## src/core/cdv_pkg.sv

```systemverilog
// Package for the pair-C channel divider and Vco_divide_ratio control block.
// Assumes a classic Wishbone slave with 32-bit data and word-aligned registers.
`default_nettype none
package cdv_pkg;
  // Register indices as printed; byte address is four times the index.
  localparam logic [9:0] IDX_TIMING  = 10'h196;
  localparam logic [9:0] IDX_CONTROL = 10'h197;
  localparam logic [9:0] IDX_ROUTE   = 10'h198;
  localparam logic [9:0] IDX_VCO_DIV = 10'h1e0;
  localparam logic [9:0] IDX_CLK_IN  = 10'h1e1;
  localparam logic [9:0] IDX_UPDATE  = 10'h232;
  localparam logic [9:0] IDX_STATUS  = 10'h233;
  // Field positions.
  localparam int LOW_MSB = 7;
  localparam int LOW_LSB = 4;
  localparam int HIGH_MSB = 3;
  localparam int BYPASS_BIT = 7;
  localparam int NOSYNC_BIT = 6;
  localparam int FORCE_BIT = 5;
  localparam int START_BIT = 4;
  localparam int PHASE_MSB = 3;
  localparam int DIRECT_BIT = 1;
  localparam int DCC_BIT = 0;
  localparam int CLKPD_BIT = 4;
  localparam int IFPD_BIT = 3;
  localparam int BOTHPD_BIT = 2;
  localparam int SRCSEL_BIT = 1;
  localparam int VBYP_BIT = 0;
  localparam int UPDATE_BIT = 0;
  // Values after reset.
  localparam logic [7:0] RST_TIMING  = 8'h00;
  localparam logic [7:0] RST_CONTROL = 8'h00;
  localparam logic [7:0] RST_ROUTE   = 8'h00;
  localparam logic [7:0] RST_VCO_DIV = 8'h02;
  localparam logic [7:0] RST_CLK_IN  = 8'h00;
  // Vco_divide_ratio codes and source/bypass pairs.
  localparam logic [2:0] VCO_CODE_MAX = 3'h4;
  localparam logic [2:0] VCO_RATIO_BASE = 3'h2;
  localparam logic [1:0] ROUTE_VCO = 2'h2;
  localparam logic [1:0] ROUTE_EXT = 2'h0;

  // Active register image moved as one unit.
  typedef struct packed {
    logic [7:0] timing;
    logic [7:0] control;
    logic [7:0] route;
    logic [7:0] vco_div;
    logic [7:0] clk_in;
  } cdv_regs_t;

  localparam cdv_regs_t RST_REGS = '{RST_TIMING, RST_CONTROL, RST_ROUTE,
                                     RST_VCO_DIV, RST_CLK_IN};

  typedef enum logic [1:0] {CDV_HOLD, CDV_DELAY, CDV_RUN} cdv_state_t;
endpackage
`default_nettype wire

```

## src/core/cdv_top.sv

```systemverilog
// Pair-C channel divider, Vco_divide_ratio and clock input controls with a Wishbone slave.
// Assumes the VCO and external clock arrive as slow pins sampled on clock, and that
// the chip-level sync pin is active low.
// Limitation: source pins are sampled, so each of their levels must last at least
// one clock cycle for every rising edge to be counted.
//
// Functional notes
// - Output stays low for low-count plus one input cycles; field resets zero.
// - Output stays high for high-count plus one input cycles; field resets zero.
// - Bypass bit powers divider down and passes its input straight through.
// - Sync-ignore clear obeys chip-level sync; set lets the divider run through it.
// - Force bit gives static high or low while sync is asserted with sync-ignore set.
// - Start-level bit picks whether the divided clock begins low or high.
// - Four-bit phase offset delays the divider output start after sync.
// - Direct route takes VCO at 10b, external clock at 00b, divider at 01b.
// - Duty-cycle correction on when its disable bit is zero.
// - Vco_divide_ratio codes 0 to 4 divide by 2 to 6; others static.
// - Clock input power-down stops input buffer, Vco_divide_ratio and clock tree.
// - Interface power-down stops the link from VCO to distribution.
// - Combined power-down stops both VCO and external clock input.
// - Source select feeds Vco_divide_ratio from external clock or VCO.
// - Vco_divide_ratio bypass, refused while the VCO is the source.
// - Writes go to buffers; self-clearing update copies all to active.
//
// Design decision made here: the Wishbone register port.
`default_nettype none
module cdv_top (
  // Clock and reset.
  input  wire logic        clock,
  input  wire logic        reset,
  // Wishbone slave.
  input  wire logic        wb_cyc_i,
  input  wire logic        wb_stb_i,
  input  wire logic        wb_we_i,
  input  wire logic [11:0] wb_adr_i,
  input  wire logic [3:0]  wb_sel_i,
  input  wire logic [31:0] wb_dat_i,
  output logic [31:0]      wb_dat_o,
  output logic             wb_ack_o,
  // Clock and sync pins.
  input  wire logic        vco_clk_pin,
  input  wire logic        ext_clk_pin,
  input  wire logic        sync_n_pin,
  // Output pair and status.
  output logic             pair_c_output_a,
  output logic             pair_c_output_b,
  output logic             duty_correct_on,
  output logic             divider_powered
);

  //////////////////////////////////////////////////////////////////////////////
  // Register file.
  cdv_pkg::cdv_regs_t buf_regs;
  cdv_pkg::cdv_regs_t act_regs;
  logic [31:0]        rd_data;
  logic [7:0]         status_byte;
  logic [9:0]         idx;
  logic               req;
  logic               wr_lane;
  logic               update_hit;

  // Request decode; only byte lane 0 holds the 8-bit registers.
  // A request is taken while ack is low; a write lands one cycle later, at the
  // edge where the master samples ack high, so an aborted cycle writes nothing.
  // The ack term in req keeps a held strobe from being taken twice.
  assign idx        = wb_adr_i[11:2];
  assign req        = wb_cyc_i && wb_stb_i && !wb_ack_o;
  assign wr_lane    = wb_cyc_i && wb_stb_i && wb_ack_o && wb_we_i && wb_sel_i[0];
  assign update_hit = wr_lane && idx == cdv_pkg::IDX_UPDATE
                      && wb_dat_i[cdv_pkg::UPDATE_BIT];

  // Ack comes one cycle after the request is seen and drops the cycle after.
  // Read data is captured with ack and holds until the next request is taken.
  always_ff @(posedge clock or posedge reset) begin
    if (reset) begin
      wb_ack_o <= 1'b0;
      wb_dat_o <= 32'h0000_0000;
    end else begin
      wb_ack_o <= req;
      if (req) begin
        wb_dat_o <= rd_data;
      end
    end
  end

  // Buffer registers take writes; unmapped indices are acked and ignored.
  // Only the implemented bits are stored; the rest read back as zero.
  always_ff @(posedge clock or posedge reset) begin
    if (reset) begin
      buf_regs <= cdv_pkg::RST_REGS;
    end else if (wr_lane) begin
      if (idx == cdv_pkg::IDX_TIMING)  buf_regs.timing  <= wb_dat_i[7:0];
      if (idx == cdv_pkg::IDX_CONTROL) buf_regs.control <= wb_dat_i[7:0];
      if (idx == cdv_pkg::IDX_ROUTE)   buf_regs.route   <= {6'h00, wb_dat_i[1:0]};
      if (idx == cdv_pkg::IDX_VCO_DIV) buf_regs.vco_div <= {5'h00, wb_dat_i[2:0]};
      if (idx == cdv_pkg::IDX_CLK_IN)  buf_regs.clk_in  <= {3'h0, wb_dat_i[4:0]};
    end
  end

  // The update bit is never stored, so it reads back zero and clears itself.
  // Copying the whole image at once means a half-written setting never reaches
  // the divider; the price is that every change needs an update write.
  always_ff @(posedge clock or posedge reset) begin
    if (reset) begin
      act_regs <= cdv_pkg::RST_REGS;
    end else if (update_hit) begin
      act_regs <= buf_regs;
    end
  end

  // Read mux: buffers read back as written, status shows live state.
  // Reads show buffers, not active values, so software sees what it wrote even
  // before the update.
  assign rd_data =
      (idx == cdv_pkg::IDX_TIMING)  ? {24'h00_0000, buf_regs.timing}  :
      (idx == cdv_pkg::IDX_CONTROL) ? {24'h00_0000, buf_regs.control} :
      (idx == cdv_pkg::IDX_ROUTE)   ? {24'h00_0000, buf_regs.route}   :
      (idx == cdv_pkg::IDX_VCO_DIV) ? {24'h00_0000, buf_regs.vco_div} :
      (idx == cdv_pkg::IDX_CLK_IN)  ? {24'h00_0000, buf_regs.clk_in}  :
      (idx == cdv_pkg::IDX_STATUS)  ? {24'h00_0000, status_byte}      :
      32'h0000_0000;

  //////////////////////////////////////////////////////////////////////////////
  // Active fields.
  // Every field below comes from the active image only; buffer writes alone never
  // disturb a running divider.
  // The select and bypass bits together form the pair that direct routing decodes.
  logic [3:0] low_cnt;
  logic [3:0] high_cnt;
  logic       ch_bypass;
  logic       nosync;
  logic       force_high;
  logic       start_high;
  logic [3:0] phase_ofs;
  logic       direct;
  logic [2:0] vco_code;
  logic       clk_pd;
  logic       if_pd;
  logic       both_pd;
  logic       src_vco;
  logic       vco_bypass;
  logic [1:0] src_pair;

  assign low_cnt    = act_regs.timing[cdv_pkg::LOW_MSB:cdv_pkg::LOW_LSB];
  assign high_cnt   = act_regs.timing[cdv_pkg::HIGH_MSB:0];
  assign ch_bypass  = act_regs.control[cdv_pkg::BYPASS_BIT];
  assign nosync     = act_regs.control[cdv_pkg::NOSYNC_BIT];
  assign force_high = act_regs.control[cdv_pkg::FORCE_BIT];
  assign start_high = act_regs.control[cdv_pkg::START_BIT];
  assign phase_ofs  = act_regs.control[cdv_pkg::PHASE_MSB:0];
  assign direct     = act_regs.route[cdv_pkg::DIRECT_BIT];
  assign vco_code   = act_regs.vco_div[2:0];
  assign clk_pd     = act_regs.clk_in[cdv_pkg::CLKPD_BIT];
  assign if_pd      = act_regs.clk_in[cdv_pkg::IFPD_BIT];
  assign both_pd    = act_regs.clk_in[cdv_pkg::BOTHPD_BIT];
  assign src_vco    = act_regs.clk_in[cdv_pkg::SRCSEL_BIT];
  assign vco_bypass = act_regs.clk_in[cdv_pkg::VBYP_BIT];
  assign src_pair   = {src_vco, vco_bypass};

  //////////////////////////////////////////////////////////////////////////////
  // Pin synchronisers and input edge detection.
  logic [2:0] sync_a;
  logic [2:0] sync_b;
  logic [2:0] pin_last;
  logic       vco_lvl;
  logic       ext_lvl;
  logic       sync_asserted;
  logic       vco_tick;
  logic       ext_tick;

  // Two flops per pin; the first stage is never read by logic.
  // The chain resets high so that a low sync pin reads as asserted only after two
  // clean samples, and a source pin held high gives no false edge after reset.
  // The third stage only remembers the last level for edge detection.
  always_ff @(posedge clock or posedge reset) begin
    if (reset) begin
      sync_a   <= 3'h7;
      sync_b   <= 3'h7;
      pin_last <= 3'h7;
    end else begin
      sync_a   <= {sync_n_pin, ext_clk_pin, vco_clk_pin};
      sync_b   <= sync_a;
      pin_last <= sync_b;
    end
  end

  // Power-downs gate the sources before anything counts them.
  // Gating the level and not the last sample means a source that powers up while
  // high is counted only when it next rises.
  assign vco_lvl       = sync_b[0] && !if_pd && !both_pd && !clk_pd;
  assign ext_lvl       = sync_b[1] && !both_pd && !clk_pd;
  assign vco_tick      = vco_lvl && !pin_last[0];
  assign ext_tick      = ext_lvl && !pin_last[1];
  assign sync_asserted = !sync_b[2];

  //////////////////////////////////////////////////////////////////////////////
  // Vco_divide_ratio.
  // The ratio counter is three bits wide, enough for the largest ratio of six.
  // Static codes and the clock input power-down park it at zero so that the
  // next legal code always starts from a known phase.
  logic       vdiv_in_lvl;
  logic       vdiv_in_tick;
  logic       vdiv_static;
  logic       vdiv_skip;
  logic [2:0] vdiv_ratio;
  logic [2:0] vdiv_cnt;
  logic       vdiv_wrap;
  logic       vdiv_lvl;
  logic       vdiv_tick;
  logic       chan_in_lvl;
  logic       chan_in_tick;

  assign vdiv_in_lvl  = src_vco ? vco_lvl : ext_lvl;
  assign vdiv_in_tick = src_vco ? vco_tick : ext_tick;
  // Bypass with the VCO as source is not a legal pair, so it is ignored then.
  assign vdiv_skip    = vco_bypass && !src_vco;
  assign vdiv_static  = vco_code > cdv_pkg::VCO_CODE_MAX;
  assign vdiv_ratio   = vco_code + cdv_pkg::VCO_RATIO_BASE;
  assign vdiv_wrap    = vdiv_cnt >= vdiv_ratio - 3'h1;
  assign vdiv_tick    = vdiv_in_tick && vdiv_wrap && !vdiv_static && !clk_pd;
  // Divided level is high for the first half, rounded up, of each period.
  assign vdiv_lvl     = !vdiv_static && !clk_pd && vdiv_cnt < ((vdiv_ratio + 3'h1) >> 1);
  assign chan_in_lvl  = vdiv_skip ? vdiv_in_lvl : vdiv_lvl;
  assign chan_in_tick = vdiv_skip ? vdiv_in_tick : vdiv_tick;

  // Count input edges; static codes and power-down park the counter.
  always_ff @(posedge clock or posedge reset) begin
    if (reset) begin
      vdiv_cnt <= 3'h0;
    end else if (vdiv_static || clk_pd) begin
      vdiv_cnt <= 3'h0;
    end else if (vdiv_in_tick) begin
      vdiv_cnt <= vdiv_wrap ? 3'h0 : vdiv_cnt + 3'h1;
    end
  end

  //////////////////////////////////////////////////////////////////////////////
  // Channel divider.
  // HOLD waits out bypass and sync, DELAY counts the phase offset in input
  // edges, RUN toggles the level each time the count reaches the half limit.
  // A field value of n gives n plus one input edges per half period.
  cdv_pkg::cdv_state_t state;
  cdv_pkg::cdv_state_t next_state;
  logic [3:0]          cnt;
  logic [3:0]          next_cnt;
  logic                lvl;
  logic                next_lvl;
  logic                sync_hold;
  logic [3:0]          half_limit;

  // Sync only holds the divider when the channel obeys it.
  assign sync_hold  = sync_asserted && !nosync;
  assign half_limit = lvl ? high_cnt : low_cnt;

  // Next-state logic; bypass and sync take priority over every state.
  always_comb begin
    next_state = state;
    next_cnt   = cnt;
    next_lvl   = lvl;
    if (ch_bypass || sync_hold) begin
      next_state = cdv_pkg::CDV_HOLD;
      next_cnt   = 4'h0;
      next_lvl   = start_high;
    end else begin
      unique case (state)
        cdv_pkg::CDV_HOLD: begin
          next_state = cdv_pkg::CDV_DELAY;
          next_cnt   = phase_ofs;
          next_lvl   = start_high;
        end
        cdv_pkg::CDV_DELAY: begin
          if (cnt == 4'h0) begin
            next_state = cdv_pkg::CDV_RUN;
          end else if (chan_in_tick) begin
            next_cnt = cnt - 4'h1;
          end
        end
        cdv_pkg::CDV_RUN: begin
          if (chan_in_tick) begin
            if (cnt >= half_limit) begin
              next_cnt = 4'h0;
              next_lvl = !lvl;
            end else begin
              next_cnt = cnt + 4'h1;
            end
          end
        end
      endcase
    end
  end

  // State, count and level registers.
  always_ff @(posedge clock or posedge reset) begin
    if (reset) begin
      state <= cdv_pkg::CDV_HOLD;
      cnt   <= 4'h0;
      lvl   <= 1'b0;
    end else begin
      state <= next_state;
      cnt   <= next_cnt;
      lvl   <= next_lvl;
    end
  end

  //////////////////////////////////////////////////////////////////////////////
  // Output routing.
  // Direct routing picks a raw source; the undefined select pair falls back to
  // the divider so the pair always carries a defined clock.
  logic divider_out;
  logic forced;
  logic pair_lvl;

  // Forcing acts only while sync is asserted on a channel that ignores it.
  assign forced      = nosync && sync_asserted;
  assign divider_out = ch_bypass ? chan_in_lvl :
                       forced    ? force_high  : lvl;
  assign pair_lvl    = !direct                       ? divider_out :
                       (src_pair == cdv_pkg::ROUTE_VCO) ? vco_lvl :
                       (src_pair == cdv_pkg::ROUTE_EXT) ? ext_lvl :
                       divider_out;

  // Data outputs are registered so the pair never glitches on a mux change.
  // Output b is built from the same level so the pair stays exactly complementary.
  always_ff @(posedge clock or posedge reset) begin
    if (reset) begin
      pair_c_output_a <= 1'b0;
      pair_c_output_b <= 1'b1;
      duty_correct_on <= 1'b1;
      divider_powered <= 1'b1;
    end else begin
      pair_c_output_a <= pair_lvl;
      pair_c_output_b <= !pair_lvl;
      duty_correct_on <= !act_regs.route[cdv_pkg::DCC_BIT];
      divider_powered <= !ch_bypass;
    end
  end

  // Live status: output level, divider level, state, sync and power flags.
  // The status word is read-only; writes to its index are acked and dropped.
  assign status_byte = {1'b0, clk_pd, sync_asserted, state == cdv_pkg::CDV_RUN,
                        state == cdv_pkg::CDV_DELAY, lvl, pair_c_output_b, pair_c_output_a};

endmodule
`default_nettype wire

```

## config.mk

```make
export PLATFORM = sky130hd
export DESIGN_NAME = cdv_top
export DESIGN_NICKNAME = d
export VERILOG_FILES = /design/src/core/cdv_pkg.sv /design/src/core/cdv_top.sv
export SDC_FILE = /design/constraint.sdc
export NUM_CORES = 1
export LEC_CHECK = 0
export BUFFER_PORTS_ARGS = -buffer_cell sky130_fd_sc_hd__buf_2
export CAP_MARGIN = 10
export CORE_ASPECT_RATIO = 1.4
export CORE_MARGIN = 10
export CORE_UTILIZATION = 55
export DETAILED_ROUTE_END_ITERATION = 7
export GPL_TIMING_DRIVEN = 0
export PLACE_DENSITY = 0.88
export SLEW_MARGIN = 5
export SYNTH_ARGS = -nofsm -noshare
export SYNTH_HDL_FRONTEND = slang
export SYNTH_SLANG_ARGS = --single-unit
```

## constraint.sdc

```tcl
create_clock -name clock -period 7.66 [get_ports clock]
set_clock_uncertainty 0.2 [all_clocks]
set_input_delay 0.383 -clock clock [delete_from_list [all_inputs] [get_ports clock]]
set_output_delay 0.383 -clock clock [all_outputs]
set_load 0.02 [all_outputs]
```

; ---- Word-level counts from Yosys, hierarchy flattened
; Index checks and enable logic that the tools add are counted.
[word_totals]
input_bits = 56
output_inout_bits = 37
ff_bits = 107
wordCells = 132
[op_classes]
n_reduce_logical = 52
n_addsub = 6
eq_ne = 15
order_cmp = 4
n_mux = 32
[ops]
columns = op, n
row1 = $eq 10x9->1 const B, 5
row2 = $mux 7, 4
row3 = $mux 4, 6
row4 = $logic_and 1x1->1, 22
row5 = $eq 10x10->1 const B, 2
row6 = $mux 8, 2
row7 = $logic_not 1->1, 14
row8 = $mux 1, 12
row9 = $ne 3x1->1 const B, 4
row10 = $pmux 4 s3, 1
row11 = $reduce_and 2->1, 6
row12 = $mux 3, 3
row13 = $add 3x1->3 const B, 2
row14 = $reduce_and 3->1, 2
row15 = $reduce_bool 3->1, 2
row16 = $add 4x1->4 const B, 1
row17 = $eq 2x2->1 const B, 2
row18 = $ge 4x4->1, 1
row19 = $logic_not 2->1, 2
row20 = $logic_not 4->1, 1
row21 = $mux 2, 2
row22 = $pmux 2 s2, 1
row23 = $sub 4x1->4 const B, 1
row24 = $add 3x2->3 const B, 1
row25 = other kinds (9), 10

; ---- Longest topological paths before layout
[logic_depth]
word_depth = 14
depth_mapped = 10
ltp_nobuf = 10

; ---- Worst setup path before layout
; OpenSTA, ideal clock, no wires.
[synth_path]
kind = register to register
from = register lvl
to = register cnt[0]
required_time_ps = 7366
arrival_time_ps = 2406
slack_ps = 4959
path_buffers = 1
synth_period_minus_slack_ps = 2701
setup_time_ps = 94
path_stages_with_launch = 10
cell_sequence = dfrtp_1 -> clkbuf_1 -> mux2_2 -> ha_1 -> nand2b_1 -> a2111oi_2 -> nor2_1 -> a211oi_1 -> a211oi_1 -> a211oi_1
[synth_between]
elab_chain_len = 6
[synth_rtl]
columns = item, line_no
row1 = "start, declared", cdv_top.sv:246  ; logic lvl;
row2 = "start signal, assigned", cdv_top.sv:301  ; lvl <= next_lvl;
row3 = $mux 4, cdv_top.sv:253  ; assign half_limit = lvl ? high_cnt : low_cnt;
row4 = $ge 4x4->1, cdv_top.sv:280  ; if (cnt >= half_limit) begin
row5 = $mux 4, cdv_top.sv:280
row6 = $mux 4, cdv_top.sv:279  ; if (chan_in_tick) begin
row7 = $pmux 4 s3, cdv_top.sv:265  ; unique case (state)
row8 = $mux 4, cdv_top.sv:260  ; if (ch_bypass || sync_hold) begin
row9 = "end signal, assigned", cdv_top.sv:300  ; cnt <= next_cnt;
row10 = "end, declared", cdv_top.sv:244  ; logic [3:0] cnt;
; Every way passes these cells. The select of a mux whose other input is x is not followed.
; A chain may end at the register's enable or synchronous reset.

; ---- Worst setup path in the final report
[layout_path]
from = register lvl
to = register cnt[2]
; Same word-level chain as after synthesis.

==> reports/metrics.cfg <==
[outcome]
outcome=finished, final reports clean

[hold_path]
hold_depth=2
holdCritStartpoint=wb_dat_i[6]
holdPathEnd=buf_regs[38]
hold_class=input pin to flop

[drt]
first_iter_violations=219
wl_per_cell_um=17.4
ant_nets=0
vias=3281
viasPerCell=5.72
drc=0
drt_first_pass_iters=7
routed_wl_um=10000

[layout]
final_cell_area_mm2=0.00498
num_antenna_cells=0
fillers=590
finalNetCount=542
drive_gt1_share_pct=33.1
area_growth_pct=15.6
fin_cells=574

[placed_design]
place_ws_ns=4.60
dp.cells=554
dp_hpwl_um=7620
io_buffer_count=38
dpl_cell_area_mm2=0.00473
gp_congestion=0.989

[cts]
htree_levels=3
cts_inserted_buffers=9
cts_tree=built
clockRootBuffer=clkbuf_8
cts_buffer_depth=2
postCtsSetupBuffers=0
cts.sinks=83
clkTransAtPathRegs_ns=0.08
clock_latency_ns=0.37

[power_and_ir_drop]
p_leak_nw=2.41
power.density_mw_per_mm2=180
irDropWorstVdd_v=0.000154
finalPower_uw=896

[critical_path]
worstSetupPathType=flop to flop
cp_data_required_time_ns=7.73
regToRegEndpoint=cnt[2]
rr_startpoint=lvl
rrSetupSlack_ns=4.58
crit_arrival_ns=3.15
endpoint_kind=flop
r2r_cells=9
worstSetupStartpointType=flop
crit_fanout=9

[die]
initial_core_util_pct=55.9
row_count=38
die_w_um=94.8
pin_count=93
die_area_mm2=0.0118
die_h_um=125
fp.coreArea_mm2=0.00770

[yosys]
synthesis.area_mm2=0.00430
synth_most_common_cell=dfrtp_1
yosys.area.top_type=dfrtp_1
yosys_warnings=0
synth_top_area_share_pct=40.7
synth_cells=392
yosysSeqAreaShare_pct=48.6
ys.flop_type=dfrtp_1
ys_seq_elements=83
synth_edf_count=0
synth_area_per_cell_um2=11.0
yosys.area_share.simple_pct=11.9
synth_common_cells=dfrtp_1, mux2_2, nand2_1
synth_top_family_by_area=multiplexers
synth_compound_area_share_pct=12.5
synth_fa_ha_area_share_pct=4.94
async_flop_share_pct=100
synth-xor-area-share_pct=0.611
synth_cell_type_count=55
synthMuxAreaShare_pct=14.5
netlist_top_cells_area=dfrtp_1, mux2_2, dfstp_2, ha_1, buf_4

[sta]
fin_crit_sh_pct=40.2
tns_ns=0
fin_crit_ns=3.08
hold_viol=0
setup_violations=0
maxClockFrequency_mhz=325
maxSlewViolCount=0
setup_ws_ns=4.58
grt_setup_unrepaired=false
tightest_slew_ns=0.772
relSlewSlack_pct=48.0

[global_routing]
antenna_found_initial=0
grt_pass1_wl_um=16800
grt-ovfl-total=0
grt_start_max_net_pins=61
grt.total_usage_pct=17.9
first_global_vias=3491

[flow_run]
drv_cap=0

## cell usage in the layout, fill, tap and decap left out, types with 10 or more instances in the layout
cell type	n
a21oi_1	16
buf_2	41
buf_4	24
clkbuf_8	10
conb_1	24
dfrtp_1	70
dfstp_2	13
ha_1	17
inv_1	21
mux2_2	49
nand2_1	29
nor2_1	21
o21ai_0	25
## metrics by stage
step | util, % | hold WS [ns]
finish | 64.6 | 0.0640
global route | 64.6 | 0.0584
CTS | 64.6 | 0.0484
detailed placement | 61.5 | 0.147
global placement | 61.1 | 0.145
floorplan | - | 0.145
## layer usage
metal / share of wire (%) / global-route usage [%]
met5: 0 / 0
met4: 5.1 / 11.0
met3: 7.3 / 5.55
met2: 50 / 30.0
met1: 38 / 18.9
## worst max-delay path by stage
stage / startpoint / to / slack [ns] / cells past startpoint
3_5_place_dp: lvl / cnt[2] / 4.60 / 9
6_report: lvl / cnt[2] / 4.58 / 9
2_1_floorplan: reset / act_regs[0] / 4.96 / 1
3_3_place_gp: reset / wb_dat_o[2] / 4.10 / 2
5_1_grt: lvl / cnt[2] / 4.36 / 9
4_1_cts: lvl / cnt[2] / 4.59 / 9
## cells by family (layout without fill, tap and decap cells)
| group | after synthesis | count (layout) |
|---|---|---|
| and+or+nand+nor | 96 | 96 |
| AOI/OAI and AO/OA | 83 | 83 |
| DFF | 83 | 83 |
| muxes | 56 | 56 |
| buffers and inverters | 53 | 112 |
| adders and majority gates | 17 | 17 |
| xor gates and xnor gates | 3 | 3 |
| other | 1 | 24 |
## worst max-delay path, stage by stage, from the launching register on
cell and delay (ns):
dfrtp_1 0.32, clkbuf_1 0.41, mux2_2 0.41, ha_1 0.26, nand2b_1 0.16, a2111oi_2 0.44, nor2_1 0.21, o221ai_1 0.21
o211ai_1 0.13, a211oi_1 0.23
## report_power, final
part / leakage [nW] / internal, mW / switching, mW
clock: 0.0999 / 0.161 / 0.159
sequential: 1.09 / 0.455 / 0.0115
combinational: 1.22 / 0.0436 / 0.0665
total: 2.41 / 0.659 / 0.237
## flip-flops by register name, summed over array words and instances (netlist names)
signal and flops:
buf_regs 26, act_regs 26, wb_dat_o 8, pin_last 2, divider_powered 1, pair_c_output_a 1, cnt 4, wb_ack_o 1
sync_b 3, pair_c_output_b 1, duty_correct_on 1, state 2, vdiv_cnt 3, lvl 1, sync_a 3
## area by class of cell
| class | count | area (µm²) | area share (%) |
|---|---|---|---|
| Clock inverter | 5 | 60.1 | 1.21 |
| Buffer | 31 | 210 | 4.22 |
| Clock buffer | 11 | 141 | 2.84 |
| Sequential cell | 83 | 2090 | 42.1 |
| Timing Repair Buffer | 43 | 258 | 5.18 |
| Tap cell | 100 | 125 | 2.51 |
| Inverter | 22 | 85.1 | 1.71 |
| Multi-Input combinational cell | 279 | 2000 | 40.3 |
## repair_timing
item | CTS | global route
hold buffers | 4 | 0
endpoints found under the setup margin | 0 | 0
endpoints found under the hold margin | 18 | 0
resized for setup | 0 | 0
Power figures use the tool's default switching activity.
